$ cat config.mk
export PLATFORM = sky130hd
export DESIGN_NAME = psst_seq
export DESIGN_NICKNAME = d
export VERILOG_FILES = /design/src/shared/psst_pkg.sv /design/src/hw/psst_alu.sv /design/src/hw/psst_stack.sv /design/src/hw/psst_seq.sv
export VERILOG_INCLUDE_DIRS = /design/src /design/src/shared
export SDC_FILE = /design/constraint.sdc
export NUM_CORES = 1
export LEC_CHECK = 0
export BUFFER_PORTS_ARGS = -buffer_cell sky130_fd_sc_hd__clkbuf_2
export CORE_ASPECT_RATIO = 1.25
export CORE_MARGIN = 8
export CORE_UTILIZATION = 50
export DETAILED_ROUTE_END_ITERATION = 8
export GPL_ROUTABILITY_DRIVEN = 1
export GPL_TIMING_DRIVEN = 0
export PLACE_DENSITY_LB_ADDON = 0.15
export SYNTH_ARGS = -nofsm -noshare
export SYNTH_HDL_FRONTEND = slang
export SYNTH_HIERARCHICAL = 1
export SYNTH_SLANG_ARGS = --single-unit
$ cat constraint.sdc
create_clock -name pclk -period 9.77 [get_ports pclk]
set_input_delay 1.954 -clock pclk [delete_from_list [all_inputs] [get_ports pclk]]
set_output_delay 1.954 -clock pclk [all_outputs]
set_load 0.01 [all_outputs]
$ cat src/shared/psst_consts.svh
// Named constants for the program sequencer block.
// Assumes inclusion by bare name from the design files and the bench.
`ifndef PSST_CONSTS_SVH
`define PSST_CONSTS_SVH
// Counter and memory widths
`define PSST_PC_W        13
`define PSST_PC_MSB      12
`define PSST_MASK_SMALL  13'h0fff
`define PSST_MASK_LARGE  13'h1fff
`define PSST_LAST_PAGE   5'h1f
// Phases per instruction cycle
`define PSST_PHASE_FIRST 2'h0
`define PSST_PHASE_LAST  2'h3
// Vectors
`define PSST_RESET_VEC   13'h0000
`define PSST_IRQ_VEC     13'h0004
// Return stack
`define PSST_STK_DEPTH   4'h8
// Register byte offsets
`define PSST_OFF_PCL     8'h00
`define PSST_OFF_TBLO    8'h04
`define PSST_OFF_TBHI    8'h08
`define PSST_OFF_TBRES   8'h0c
`define PSST_OFF_STAT    8'h10
`define PSST_OFF_CFG     8'h14
// Reset values
`define PSST_CFG_RST     1'b1
`endif

$ cat src/shared/psst_pkg.sv
// Types shared by the program sequencer, its stack and its ALU.
// Assumes psst_consts.svh is on the include path.
package psst_pkg;
  // Sequencer states
  typedef enum logic [1:0] {S_DUMMY, S_EXEC, S_TABLE} psst_state_t;
  // Decoded instruction classes
  typedef enum logic [3:0] {
    OP_SEQ, OP_UNCONDITIONAL_BRANCH, OP_CALL, OP_SUBROUTINE_EXIT,
    OP_INTERRUPT_EXIT, OP_SKIP, OP_PAGE_TABLE_FETCH, OP_LAST_PAGE_TABLE_FETCH
  } psst_op_t;
  // ALU operations
  typedef enum logic [3:0] {
    ALU_PASS, ALU_ADD, ALU_ADC, ALU_SUB, ALU_SBC, ALU_DAA, ALU_AND, ALU_OR,
    ALU_XOR, ALU_CPL, ALU_ROTR, ALU_ROTRC, ALU_ROTL, ALU_ROTLC, ALU_INC, ALU_DEC
  } psst_alu_t;
  // Skip conditions
  typedef enum logic [1:0] {SK_NONE, SK_ZERO, SK_NONZERO} psst_skip_t;
  // Status flags
  typedef struct packed {
    logic ov;
    logic z;
    logic ac;
    logic c;
  } psst_flags_t;
  // Decoder view of the instruction in execution
  typedef struct packed {
    psst_op_t   op;
    psst_alu_t  alu;
    psst_skip_t skip;
    logic       wr;
    logic       far;
    logic       to_acc;
    logic [7:0] dest;
    logic [7:0] opa;
    logic [7:0] opb;
    logic [12:0] target;
  } psst_dec_t;
  // Result write towards the data registers
  typedef struct packed {
    logic       en;
    logic       to_acc;
    logic       far;
    logic [7:0] addr;
    logic [7:0] data;
  } psst_wr_t;
endpackage

$ cat src/hw/psst_alu.sv
// Eight-bit ALU: arithmetic, logic, rotate, step and decimal adjust.
// Assumes operands and incoming flags are stable for the whole cycle.
`timescale 1ns/10ps
`include "psst_consts.svh"
module psst_alu
  import psst_pkg::*;
(
  input  wire psst_alu_t   op,
  input  wire logic [7:0]  a,
  input  wire logic [7:0]  b,
  input  wire psst_flags_t fin,
  output logic [7:0]       res,
  output psst_flags_t      fout
);
  logic [7:0] bb;     // Second adder operand
  logic       cin;    // Adder carry in
  logic [8:0] sum9;   // Full adder result
  logic [4:0] nib;    // Low nibble sum
  logic [7:0] adj;    // Decimal correction
  logic [8:0] dsum;   // Adjusted accumulator

  // Shared adder for add and subtract forms
  always_comb begin
    bb   = (op == ALU_SUB || op == ALU_SBC) ? ~b : b;
    cin  = (op == ALU_SUB) ? 1'b1 : ((op == ALU_ADC || op == ALU_SBC) ? fin.c : 1'b0);
    sum9 = {1'b0, a} + {1'b0, bb} + {8'h00, cin};
    nib  = {1'b0, a[3:0]} + {1'b0, bb[3:0]} + {4'h0, cin};
    adj  = 8'h00;
    if (a[3:0] > 4'h9 || fin.ac) begin
      adj[3:0] = 4'h6;
    end
    if (a[7:4] > 4'h9 || fin.c) begin
      adj[7:4] = 4'h6;
    end
    dsum = {1'b0, a} + {1'b0, adj};
  end

  // Result and flag selection
  always_comb begin
    res  = a;
    fout = fin;
    case (op)
      ALU_ADD, ALU_ADC, ALU_SUB, ALU_SBC: begin
        res     = sum9[7:0];
        fout.c  = sum9[8];
        fout.ac = nib[4];
        fout.ov = (a[7] == bb[7]) && (sum9[7] != a[7]);
      end
      ALU_DAA: begin
        res    = dsum[7:0];
        fout.c = fin.c | dsum[8];
      end
      ALU_AND:   res = a & b;
      ALU_OR:    res = a | b;
      ALU_XOR:   res = a ^ b;
      ALU_CPL:   res = ~b;
      ALU_ROTR:  res = {b[0], b[7:1]};
      ALU_ROTL:  res = {b[6:0], b[7]};
      ALU_ROTRC: begin
        res    = {fin.c, b[7:1]};
        fout.c = b[0];
      end
      ALU_ROTLC: begin
        res    = {b[6:0], fin.c};
        fout.c = b[7];
      end
      ALU_INC:   res = b + 8'h01;
      ALU_DEC:   res = b - 8'h01;
      default:   res = b;
    endcase
    // Zero follows every result except rotates and pass
    if (op != ALU_PASS && op != ALU_ROTR && op != ALU_ROTL && op != ALU_ROTRC && op != ALU_ROTLC) begin
      fout.z = (res == 8'h00);
    end
  end
endmodule

$ cat src/hw/psst_stack.sv
// Eight-level return stack holding program counter values only.
// Assumes push and pop are never asked for in the same cycle.
`timescale 1ns/10ps
`include "psst_consts.svh"
module psst_stack
  import psst_pkg::*;
(
  input  wire logic        pclk,
  input  wire logic        presetn,
  input  wire logic        push,
  input  wire logic        pop,
  input  wire logic [12:0] din,
  output logic [12:0]      dout,
  output logic             full,
  output logic [3:0]       level
);
  logic [12:0] mem_reg [0:7]; // Saved counter values
  logic [2:0]  ptr_reg;       // Next free slot, wraps
  logic [3:0]  cnt_reg;       // Filled levels

  // Entry storage, one writer per slot
  genvar gi;
  generate
    for (gi = 0; gi < 8; gi++) begin : g_slot
      always_ff @(posedge pclk or negedge presetn) begin
        if (!presetn) begin
          mem_reg[gi] <= `PSST_RESET_VEC;
        end else if (push && ptr_reg == 3'(gi)) begin
          mem_reg[gi] <= din; // Full stack overwrites the oldest
        end
      end
    end
  endgenerate

  // Pointer and fill count; reset puts the pointer at slot 0
  always_ff @(posedge pclk or negedge presetn) begin
    if (!presetn) begin
      ptr_reg <= 3'h0;
      cnt_reg <= 4'h0;
    end else if (push) begin
      ptr_reg <= ptr_reg + 3'h1;
      if (cnt_reg != `PSST_STK_DEPTH) begin
        cnt_reg <= cnt_reg + 4'h1;
      end
    end else if (pop) begin
      ptr_reg <= ptr_reg - 3'h1;
      if (cnt_reg != 4'h0) begin
        cnt_reg <= cnt_reg - 4'h1;
      end
    end
  end

  assign dout  = mem_reg[ptr_reg - 3'h1];
  assign full  = (cnt_reg == `PSST_STK_DEPTH);
  assign level = cnt_reg;

  // Overflow keeps the stack full and moves on
  chk_ovf_keeps_full: assert property (@(posedge pclk) disable iff (!presetn)
    (push && full) |=> (full && ptr_reg == $past(ptr_reg) + 3'h1))
    else $error("overflow push lost fullness or pointer step");
endmodule

$ cat src/hw/psst_seq.sv
// Program sequencer: counter, fetch, return stack, table read, ALU issue.
// Assumes a same-clock program memory answering within one phase, a
// decoder that decodes instr_word combinationally into dec, and an APB master.
//
// Local design decisions: the register addresses and the APB slave port.
`timescale 1ns/10ps
`include "psst_consts.svh"
module psst_seq
  import psst_pkg::*;
(
  input  wire logic        pclk,
  input  wire logic        presetn,
  input  wire logic [7:0]  paddr,
  input  wire logic        psel,
  input  wire logic        penable,
  input  wire logic        pwrite,
  input  wire logic [31:0] pwdata,
  output logic [31:0]      prdata,
  output logic             pready,
  output logic             pslverr,
  output logic [12:0]      pmem_addr,
  input  wire logic [15:0] pmem_data,
  output logic [15:0]      instr_word,
  output logic             instr_valid,
  input  wire psst_dec_t   dec,
  output psst_wr_t         wr,
  output psst_flags_t      status,
  input  wire logic        irq_req,
  output logic             irq_ack,
  output logic             irq_return,
  output logic [1:0]       phase
);
  psst_state_t state_reg;      // Sequencer state
  logic [1:0]  phase_reg;      // Phase within the cycle
  logic [12:0] pc_reg;         // Next address to fetch
  logic [12:0] fetch_addr_reg; // Address of prefetched word
  logic [12:0] pmem_addr_reg;  // Memory address driven
  logic [12:0] tab_addr_reg;   // Table word address
  logic [15:0] instr_reg;      // Prefetched instruction
  logic [7:0]  tblo_reg;       // Table pointer low
  logic [4:0]  tbhi_reg;       // Table pointer high
  logic [7:0]  tbres_reg;      // Table high result
  logic [7:0]  tab_dest_reg;   // Saved table destination
  logic        tab_far_reg;    // Saved far destination flag
  logic        cfg_large_reg;  // Large variant select
  logic        pcl_pend_reg;   // Low byte write waiting
  logic [7:0]  pcl_val_reg;    // Low byte to load
  logic        irq_pend_reg;   // Interrupt request recorded
  logic        boot_reg;       // First fetch after reset
  psst_wr_t    wr_reg;         // Result write pulse
  psst_flags_t status_reg;     // Status flags
  logic [31:0] prdata_reg;     // Read data
  logic [12:0] pc_mask;        // Width mask per variant
  logic [12:0] pc_inc;         // Sequential next address
  logic        cyc_end;        // Last phase of cycle
  logic        exec;           // Instruction in execution
  logic [7:0]  alu_res;        // ALU result
  psst_flags_t alu_f;          // ALU flags
  logic        skip_hit;       // Skip condition met
  logic        take_jump;      // Jump or call
  logic        take_ret;       // Either return
  logic        start_tab;      // Table fetch begins
  logic        redirect;       // Prefetch discarded
  logic        pcl_take;       // Low byte jump now
  logic        irq_take;       // Interrupt acknowledged
  logic        stk_push;       // Stack push
  logic        stk_pop;        // Stack pop
  logic [12:0] stk_dout;       // Top of stack
  logic        stk_full;       // Stack full
  logic [3:0]  stk_level;      // Stack fill
  logic        apb_wr;         // APB write access
  logic        apb_hit;        // Mapped address

  // Upper counter width per variant
  assign pc_mask = cfg_large_reg ? `PSST_MASK_LARGE : `PSST_MASK_SMALL;
  assign pc_inc  = (pc_reg + 13'h0001) & pc_mask;
  assign cyc_end = (phase_reg == `PSST_PHASE_LAST);
  assign exec    = (state_reg == S_EXEC);

  psst_alu u_alu (
    .op   (dec.alu),
    .a    (dec.opa),
    .b    (dec.opb),
    .fin  (status_reg),
    .res  (alu_res),
    .fout (alu_f)
  );

  // Decisions taken at the end of a cycle
  always_comb begin
    skip_hit  = exec && dec.op == OP_SKIP &&
                ((dec.skip == SK_ZERO && alu_res == 8'h00) ||
                 (dec.skip == SK_NONZERO && alu_res != 8'h00));
    take_jump = exec && (dec.op == OP_UNCONDITIONAL_BRANCH || dec.op == OP_CALL);
    take_ret  = exec && (dec.op == OP_SUBROUTINE_EXIT || dec.op == OP_INTERRUPT_EXIT);
    start_tab = exec && (dec.op == OP_PAGE_TABLE_FETCH || dec.op == OP_LAST_PAGE_TABLE_FETCH);
    redirect  = take_jump || take_ret || skip_hit;
    pcl_take  = cyc_end && pcl_pend_reg && state_reg != S_TABLE && !redirect && !start_tab;
    // Full stack withholds the acknowledge
    irq_take  = cyc_end && irq_pend_reg && !stk_full && exec && !redirect && !start_tab && !pcl_take;
    stk_push  = cyc_end && ((exec && dec.op == OP_CALL) || irq_take);
    stk_pop   = cyc_end && take_ret;
  end

  psst_stack u_stack (
    .pclk    (pclk),
    .presetn (presetn),
    .push    (stk_push),
    .pop     (stk_pop),
    .din     (fetch_addr_reg),
    .dout    (stk_dout),
    .full    (stk_full),
    .level   (stk_level)
  );

  // Four-phase instruction cycle
  always_ff @(posedge pclk or negedge presetn) begin
    if (!presetn) begin
      phase_reg <= `PSST_PHASE_FIRST;
    end else begin
      phase_reg <= phase_reg + 2'h1;
    end
  end

  // Counter, fetch and memory address
  always_ff @(posedge pclk or negedge presetn) begin
    if (!presetn) begin
      pc_reg         <= `PSST_RESET_VEC;
      fetch_addr_reg <= `PSST_RESET_VEC;
      pmem_addr_reg  <= `PSST_RESET_VEC;
    end else if (phase_reg == `PSST_PHASE_FIRST) begin
      if (state_reg == S_TABLE) begin
        pmem_addr_reg <= tab_addr_reg; // Table word instead of fetch
      end else begin
        pmem_addr_reg  <= pc_reg; // Fetch in first phase
        fetch_addr_reg <= pc_reg;
        pc_reg         <= pc_inc;
      end
    end else if (cyc_end) begin
      if (take_jump) begin
        pc_reg <= dec.target & pc_mask;
      end else if (take_ret) begin
        pc_reg <= stk_dout & pc_mask;
      end else if (pcl_take) begin
        pc_reg <= {fetch_addr_reg[12:8], pcl_val_reg} & pc_mask;
      end else if (irq_take) begin
        pc_reg <= `PSST_IRQ_VEC & pc_mask;
      end
    end
  end

  // Sequencer state and prefetch latch
  always_ff @(posedge pclk or negedge presetn) begin
    if (!presetn) begin
      state_reg <= S_DUMMY;
      instr_reg <= 16'h0000;
    end else if (cyc_end) begin
      if (state_reg != S_TABLE) begin
        instr_reg <= pmem_data;
      end
      // Discarded prefetch becomes a dummy cycle
      if (redirect || pcl_take || irq_take) begin
        state_reg <= S_DUMMY;
      end else if (start_tab) begin
        state_reg <= S_TABLE; // Second cycle of table fetch
      end else begin
        state_reg <= S_EXEC;
      end
    end
  end

  // Table address and destination capture
  always_ff @(posedge pclk or negedge presetn) begin
    if (!presetn) begin
      tab_addr_reg <= `PSST_RESET_VEC;
      tab_dest_reg <= 8'h00;
      tab_far_reg  <= 1'b0;
    end else if (cyc_end && start_tab) begin
      tab_dest_reg <= dec.dest;
      tab_far_reg  <= dec.far;
      if (dec.op == OP_LAST_PAGE_TABLE_FETCH) begin
        tab_addr_reg <= {`PSST_LAST_PAGE, tblo_reg} & pc_mask;
      end else begin
        tab_addr_reg <= ({fetch_addr_reg[12:8], 8'h00} + {tbhi_reg, tblo_reg}) & pc_mask;
      end
    end
  end

  // Table high result, hardware written only
  always_ff @(posedge pclk or negedge presetn) begin
    if (!presetn) begin
      tbres_reg <= 8'h00;
    end else if (cyc_end && state_reg == S_TABLE) begin
      tbres_reg <= pmem_data[15:8];
    end
  end

  // Result write pulse and status flags
  always_ff @(posedge pclk or negedge presetn) begin
    if (!presetn) begin
      wr_reg     <= '0;
      status_reg <= '0;
    end else begin
      wr_reg <= '0;
      if (cyc_end && exec && (dec.op == OP_SEQ || dec.op == OP_SKIP)) begin
        status_reg <= alu_f;
        wr_reg     <= '{en: dec.wr, to_acc: dec.to_acc, far: dec.far, addr: dec.dest, data: alu_res};
      end else if (cyc_end && state_reg == S_TABLE) begin
        wr_reg <= '{en: 1'b1, to_acc: 1'b0, far: tab_far_reg, addr: tab_dest_reg, data: pmem_data[7:0]};
      end
    end
  end

  // Interrupt request record; a new request beats the clear
  always_ff @(posedge pclk or negedge presetn) begin
    if (!presetn) begin
      irq_pend_reg <= 1'b0;
    end else begin
      irq_pend_reg <= irq_req || (irq_pend_reg && !irq_take);
    end
  end

  // Reset marker for the first fetch
  always_ff @(posedge pclk or negedge presetn) begin
    if (!presetn) begin
      boot_reg <= 1'b1;
    end else if (phase_reg == `PSST_PHASE_FIRST) begin
      boot_reg <= 1'b0;
    end
  end

  // APB decode
  assign apb_wr  = psel && penable && pwrite;
  always_comb begin
    apb_hit = 1'b0;
    if (paddr == `PSST_OFF_PCL) begin
      apb_hit = 1'b1;
    end else if (paddr == `PSST_OFF_TBLO || paddr == `PSST_OFF_TBHI) begin
      apb_hit = 1'b1;
    end else if (paddr == `PSST_OFF_TBRES || paddr == `PSST_OFF_STAT) begin
      apb_hit = 1'b1;
    end else if (paddr == `PSST_OFF_CFG) begin
      apb_hit = 1'b1;
    end
  end

  // Software writes; a new low byte write wins over its clear
  always_ff @(posedge pclk or negedge presetn) begin
    if (!presetn) begin
      tblo_reg      <= 8'h00;
      tbhi_reg      <= 5'h00;
      cfg_large_reg <= `PSST_CFG_RST;
      pcl_pend_reg  <= 1'b0;
      pcl_val_reg   <= 8'h00;
    end else begin
      pcl_pend_reg <= pcl_pend_reg && !pcl_take;
      if (apb_wr && paddr == `PSST_OFF_PCL) begin
        pcl_pend_reg <= 1'b1;
        pcl_val_reg  <= pwdata[7:0];
      end else if (apb_wr && paddr == `PSST_OFF_TBLO) begin
        tblo_reg <= pwdata[7:0];
      end else if (apb_wr && paddr == `PSST_OFF_TBHI) begin
        tbhi_reg <= pwdata[4:0];
      end else if (apb_wr && paddr == `PSST_OFF_CFG) begin
        cfg_large_reg <= pwdata[0];
      end
    end
  end

  // Read data captured in the setup phase; stack never readable
  always_ff @(posedge pclk or negedge presetn) begin
    if (!presetn) begin
      prdata_reg <= 32'h0000_0000;
    end else if (psel && !penable) begin
      prdata_reg <= 32'h0000_0000;
      if (paddr == `PSST_OFF_PCL) begin
        prdata_reg[7:0] <= fetch_addr_reg[7:0];
      end else if (paddr == `PSST_OFF_TBLO) begin
        prdata_reg[7:0] <= tblo_reg;
      end else if (paddr == `PSST_OFF_TBHI) begin
        prdata_reg[4:0] <= tbhi_reg;
      end else if (paddr == `PSST_OFF_TBRES) begin
        prdata_reg[7:0] <= tbres_reg;
      end else if (paddr == `PSST_OFF_STAT) begin
        prdata_reg[13:0] <= {stk_full, irq_pend_reg, pcl_pend_reg, state_reg, status_reg, stk_level, 1'b0};
      end else if (paddr == `PSST_OFF_CFG) begin
        prdata_reg[0] <= cfg_large_reg;
      end
    end
  end

  // Outputs
  assign prdata      = prdata_reg;
  assign pready      = 1'b1;
  assign pslverr     = psel && penable && !apb_hit;
  assign pmem_addr   = pmem_addr_reg;
  assign instr_word  = instr_reg;
  assign instr_valid = exec;
  assign wr          = wr_reg;
  assign status      = status_reg;
  assign irq_ack     = irq_take;
  assign irq_return  = cyc_end && exec && dec.op == OP_INTERRUPT_EXIT;
  assign phase       = phase_reg;

  // Checks
  // Sampled reset keeps the release edge out of the step check
  chk_seq_advance: assert property (@(posedge pclk) disable iff (!presetn)
    (presetn && phase_reg == `PSST_PHASE_FIRST && state_reg != S_TABLE)
      |=> pc_reg == (($past(pc_reg) + 13'h0001) & pc_mask))
    else $error("counter did not step by one");
  chk_branch_load: assert property (@(posedge pclk) disable iff (!presetn)
    (cyc_end && take_jump) |=> (pc_reg == ($past(dec.target) & pc_mask) && state_reg == S_DUMMY))
    else $error("branch target not loaded");
  chk_skip_dummy: assert property (@(posedge pclk) disable iff (!presetn)
    (cyc_end && skip_hit) |=> state_reg == S_DUMMY ##4 state_reg == S_EXEC)
    else $error("met skip did not insert one dummy");
  chk_pcl_page: assert property (@(posedge pclk) disable iff (!presetn)
    pcl_take |=> (pc_reg[12:8] == $past(fetch_addr_reg[12:8]) && pc_reg[7:0] == $past(pcl_val_reg)))
    else $error("low byte jump left page");
  chk_full_hold: assert property (@(posedge pclk) disable iff (!presetn)
    (irq_pend_reg && stk_full) |-> !irq_ack)
    else $error("acknowledge given on full stack");
  chk_reset_vec: assert property (@(posedge pclk) disable iff (!presetn)
    (boot_reg && phase_reg == `PSST_PHASE_FIRST) |=> pmem_addr_reg == `PSST_RESET_VEC)
    else $error("first fetch not at reset vector");
  chk_table_two: assert property (@(posedge pclk) disable iff (!presetn)
    (cyc_end && start_tab && !redirect) |=> (state_reg == S_TABLE) [*4] ##1 state_reg == S_EXEC)
    else $error("table fetch not two cycles");
  chk_table_write: assert property (@(posedge pclk) disable iff (!presetn)
    (cyc_end && state_reg == S_TABLE) |=> (wr_reg.en && wr_reg.data == $past(pmem_data[7:0])
      && tbres_reg == $past(pmem_data[15:8])))
    else $error("table bytes misrouted");
  chk_tbres_ro: assert property (@(posedge pclk) disable iff (!presetn)
    (apb_wr && paddr == `PSST_OFF_TBRES && !(cyc_end && state_reg == S_TABLE)) |=> $stable(tbres_reg))
    else $error("software changed table high result");
  chk_phase_wrap: assert property (@(posedge pclk) disable iff (!presetn)
    cyc_end |=> phase_reg == `PSST_PHASE_FIRST)
    else $error("instruction cycle not four phases");
  cov_call: cover property (@(posedge pclk) disable iff (!presetn) cyc_end && exec && dec.op == OP_CALL);
  cov_irq_ack: cover property (@(posedge pclk) disable iff (!presetn) irq_take);
  cov_table: cover property (@(posedge pclk) disable iff (!presetn) cyc_end && state_reg == S_TABLE);
  cov_overflow: cover property (@(posedge pclk) disable iff (!presetn) stk_push && stk_full);
endmodule

# Yosys cells after proc, flatten, opt, wreduce, memory -nomap -nowiden
# Cells that the tools add are included.
# op_classes
n_lt_le_gt_ge	3
bitwise	16
multipliers	0
n_div	0
n_shift	0
muxes	46
n_addsub	14
eq_ne	50
n_reduce_logical	96
# ops
op	n
13-bit two-way mux	13
8-bit one-hot mux with 12 select lines	1
13-bit AND	6
1-bit logical AND	48
13-bit binary-select mux with 3-bit select	1
19-bit two-way mux	2
4-bit equality test (second input constant)	9
4-bit by 3-bit equality test with 1-bit output (second input constant)	8
8-bit two-way mux	4
4-bit inequality test (second input constant)	5
6-bit two-way mux	3
1-bit logical OR	17
4-bit by 2-bit equality test with 1-bit output (second input constant)	4
8-bit by 4-bit equality test with 1-bit output (second input constant)	2
8-bit by 5-bit equality test with 1-bit output (second input constant)	2
8-bit zero test	2
4-bit two-way mux	4
13-bit by 1-bit adder with 13-bit output (second input constant)	1
13-bit adder	1
3-bit equality test (second input constant)	4
3-bit two-way mux	4
2-bit AND reduction	6
4-bit nonzero test	3
8-bit by 7-bit adder with 9-bit output	1
44 further kinds	74
# totals
mem_count	0
rom_bits	0
mem_bits_rw	0
input_bits	112
latch_bits	0
output_inout_bits	91
register_bits	261
wordCells	261

# Depth between registers and ports, before layout
# depth
depth_word	22
mapped_depth	28
mapped_depth_nobuf	25

# Hierarchy
# The synthesis kept the hierarchy.
# by_module_without_submodules
mod	instances	cells_each	seq_area_each_um2	area_per_inst_um2
psst_seq	1	676	3754.9	7105.6
psst_stack	1	321	2777.7	5200.0
psst_alu	1	301	0.0	2033.2

# Worst setup path before layout
# OpenSTA, ideal clock, no wires.
# synth_path
path_kind	input to output
startpoint	in dec[42] in the netlist's numbering
endpoint	out irq_ack
path_buffers	4
setup_slack_ps	834
required_ps	7816
arrival_ps	6982
stages	21
cell_sequence	buf_6 buf_2 buf_2 clkbuf_1 and3_1 a21oi_1 nor2_1 xnor2_1 fa_1 a211o_1 a211oi_1 o31ai_1 xor2_1 a221o_1 o21ai_0 a2bb2oi_1 or4_1 o2111ai_2 nand3_2 or4b_4 inv_1
# synth_between
elab_chain_cells	16
elab_cells_between_ends	38
classes_between	add/sub (2); eq/ne (15); mux (4); reduce/logical (17)
# synth_lines
item	line_no	text
start, declared	psst_seq.sv:25	input wire psst_dec_t dec,
4-bit by 2-bit equality test with 1-bit output, or another cell as far along	psst_alu.sv:24, psst_alu.sv:25, psst_alu.sv:42	
1-bit logical OR, on equally long branches	psst_alu.sv:24, psst_alu.sv:25	
8-bit two-way mux or 1-bit two-way mux (tied branches)	psst_alu.sv:24, psst_alu.sv:25	
8-bit by 8-bit adder with 9-bit output or 1-bit two-way mux (tied branches)	psst_alu.sv:26, psst_alu.sv:25	
9-bit by 1-bit adder with 9-bit output	psst_alu.sv:26	sum9 = {1'b0, a} + {1'b0, bb} + {8'h00, cin};
8-bit one-hot mux with 12 select lines *	psst_alu.sv:42	case (op)
named net alu_res[7]	psst_seq.sv:57	logic [7:0] alu_res;
8-bit zero test or 8-bit nonzero test (tied branches)	psst_seq.sv:92, psst_seq.sv:93	
1-bit logical AND, on equally long branches	psst_seq.sv:92, psst_seq.sv:93	
1-bit logical OR *	psst_seq.sv:92	((dec.skip == SK_ZERO && alu_res == 8'h00) ||
1-bit logical AND *	psst_seq.sv:91	skip_hit = exec && dec.op == OP_SKIP &&
1-bit logical OR *	psst_seq.sv:97	redirect = take_jump || take_ret || skip_hit;
1-bit zero test *	psst_seq.sv:98, psst_seq.sv:100	
1-bit logical AND (2 in a row)	psst_seq.sv:98	pcl_take = cyc_end && pcl_pend_reg && state_reg != S_TABLE && !redirect && !start_tab;
1-bit zero test	psst_seq.sv:100	irq_take = cyc_end && irq_pend_reg && !stk_full && exec && !redirect && !start_tab && !pcl_take;
1-bit logical AND *	psst_seq.sv:100	
end, declared	psst_seq.sv:29	output logic irq_ack,
# Mark *: on every way through the listed nets, which the timed path passes. The rest lies on a longest branch.

# Final worst setup path
# layout_path
startpoint	in dec[43] in the netlist's numbering
endpoint	out irq_ack
# Same word-level chain as after synthesis.

==> impl_metrics.py <==
metrics = {
    "synthesis": {
        "yosys_warnings": 6,
        "ys_seq_elements": 261,
        "syn_area_per_cell_um2": 11.0,
        "synth_common_cells": "260 x dfrtp_1, 143 x nand2_1, 104 x mux2_1",
        "synth_ff_type": "dfrtp_1",
        "synth_area_leaders": "dfrtp_1 45%, mux2_1 8.2%, mux2_2 5.9%",
        "ys_seq_area_frac": 0.456,
        "synth_edf_count": 0,
        "synth_top_area_frac": 0.454,
        "ys_types": 88,
        "postSynthCellCount": 1298,
        "yosysMostFrequentCell": "dfrtp_1",
        "synth_area_mm2": 0.0143,
        "async_flop_share": 1.00,
        "yosysTopAreaCell": "dfrtp_1",
    },
    "job": {
        "cap_violations": 0,
    },
    "sta": {
        "layout_min_cycle_time_ns": 9.46,
        "period_share": 0.968,
        "hold_violations": 0,
        "setup_viol": 0,
        "fin_skew_ns": 0.0246,
        "worst_pin_slew_ns": 1.16,
        "maxSlewHeadroom": 0.209,
        "rsz0062_at_grt": "false",
        "slew_violations": 0,
        "max_freq_ghz": 0.106,
    },
    "layout": {
        "fill_cells": 2455,
        "drive_gt1_frac": 0.245,
        "largest_register_ffs": 104,
        "fin_cells": 1880,
        "area_growth_pct": 15.8,
        "nNetsFinal": 1665,
        "diodes": 0,
    },
    "global_route": {
        "grt_pass1_vias": 11400,
        "grt_max_degree": 100,
        "antenna_found_initial": 1,
        "globalRoute.totalOverflow": 0,
        "grt_pass1_wl_um": 65100,
        "grt_use_total": 0.239,
    },
    "clocking": {
        "clockRootBuffer": "clkbuf_16",
        "cts_htree_levels": 1,
        "cts_made_buffers": 27,
        "clock_latency_ns": 0.54,
        "hold_buffers": 0,
        "clock_sinks": 261,
        "cts_tree": "built",
        "cts_buffer_depth": 3,
        "clk_pin_slew_ns": 0.06,
    },
    "die": {
        "die_h_um": 205,
        "coreArea_mm2": 0.0283,
        "rows": 69,
        "initial_core_util": 0.506,
        "dieArea_mm2": 0.0344,
        "fp.dieW_um": 167,
        "ios": 203,
    },
    "critical_path": {
        "crit_chain": "clkbuf_2, buf_2, buf_2, buf_2, and3_1, a21oi_1, nor2_4, xnor2_1, fa_1, fa_1, a211oi_1, o21ai_0, nand2_1, xor2_1, o211ai_1, o21ai_0, a21oi_1, or4_1, o2111ai_2, nand3_2, or4b_4, inv_1, clkbuf_2",
        "critPathSlowestCell": "or4b_4",
        "arrival_ns": 7.50,
        "crit_path_start_kind": "input port",
        "cp.required_ns": 7.82,
        "worstSetupEndpointType": "primary output",
        "ff2ff_setup_slack_ns": 3.20,
        "cpPeakStageDelay_ns": 0.58,
        "path_common_cell": "buf_2",
        "timing.critical_path.buf_inv": 6,
        "path_delay_family": "simple AND/OR/NAND/NOR gates",
        "critical_path.max_fanout": 10,
        "critPathKind": "in2out",
    },
    "place": {
        "post-dp-hpwl_um": 32200,
        "portBuffers": 158,
        "dp_cells": 1830,
        "gp_congestion": 0.938,
    },
    "hold_path": {
        "hold_class": "reg2reg",
    },
    "drt": {
        "drt_iter0_drc": 805,
        "vias_per_cell": 5.86,
        "drtPass1Iterations": 8,
        "drc": 0,
        "ant_nets": 0,
        "num_vias": 11000,
        "wire_per_inst_um": 22.0,
        "wirelength_um": 41300,
    },
    "power_and_ir_drop": {
        "ir_drop_mv": 0.194,
        "power.total_uw": 3530,
        "power_density_mw_per_mm2": 213,
        "cellLeakagePower_uw": 0.00807,
    },
    "outcome": {
        "status": "complete, no violations",
    },
}
[cell type report]
type	count	area, um2	area share
clock inverter	6	87.6	0.00528
multi-input combinational	918	7200	0.434
sequential	261	6530	0.393
clock buffer	44	800	0.0482
timing repair buffer	162	870	0.0524
buffer	91	504	0.0304
inverter	43	161	0.00972
tap	355	444	0.0268
[cell usage in the layout (no fill, tap or decap), drive strengths merged, types with 8 or more instances in the layout]
cell / count
conb: 19
mux4: 26
buf: 58
clkbuf: 239
nand3: 21
nor2: 67
a221oi: 11
nand4: 9
a211oi: 8
mux2: 182
nor3b: 9
a221o: 10
a21oi: 56
nor2b: 11
a22o: 21
ha: 44
dfrtp: 260
nand2b: 12
xor2: 9
o21ai: 57
a31oi: 18
a22oi: 12
nor3: 17
nor4: 8
nand2: 143
inv: 44
xnor2: 24
[repair_timing]
item | 4_1_cts | 5_1_grt
pin swaps | 0 | 1
endpoints found under the setup margin | 1 | 1
cloned | 0 | 0
buffers inserted | 0 | 2
gates resized for setup | 2 | 0
[final timing paths]
path	from	endpoint	cells after the start
max	dec[43]	irq_ack	23
min	phase[0]$_DFF_PN0_	phase[0]$_DFF_PN0_	1
max reg2reg	status[0]$_DFFE_PN0P_	u_stack/mem_reg[41]$_DFFE_PN0P_	20
min reg2reg	phase[0]$_DFF_PN0_	phase[0]$_DFF_PN0_	1
max in group asynchronous	presetn	cfg_large_reg$_DFFE_PN1P_	3
min in group asynchronous	presetn	tab_dest_reg[7]$_DFFE_PN0P_	1
[layer usage]
layer / GRT usage / wire length (um) / part of all wire
met1: 0.284 / 16400 / 0.40
met2: 0.423 / 20600 / 0.50
met3: 0.0390 / 2380 / 0.058
met4: 0.105 / 1870 / 0.045
met5: 0 / 12 / 0.00029
[kinds of logic (layout without fill, tap and decap cells)]
kind of cell,Yosys count,in the layout,synth area share
DFF,261,261,0.456
muxes,213,213,0.190
buffers and inverters,136,346,0.0469
other,2,19,0.000524
xor gates and xnor gates,33,33,0.0202
adders and majority gates,49,49,0.0454
AOI/OAI and AO/OA,259,259,0.124
and+or+nand+nor,345,345,0.117
[through the flow]
step	utilization	cell area, um2	hold slack, ns	setup TNS (ns)	worst slack [ns]
finish	0.586	16600	0.471	0	0.311
global route	0.586	16600	0.499	0	0.0244
floorplan	-	14400	0.450	0	0.834
CTS	0.586	16600	0.477	0	0.151
global placement	0.552	15600	0.455	-11.49	-0.589
detailed placement	0.554	15700	0.463	-11.94	-0.564
[power by group]
part / switching [uW] / total (uW) / internal (uW)
logic: 496 / 968 / 472
clock network: 425 / 1040 / 610
registers: 220 / 1530 / 1310
Power figures use the tool's default switching activity.
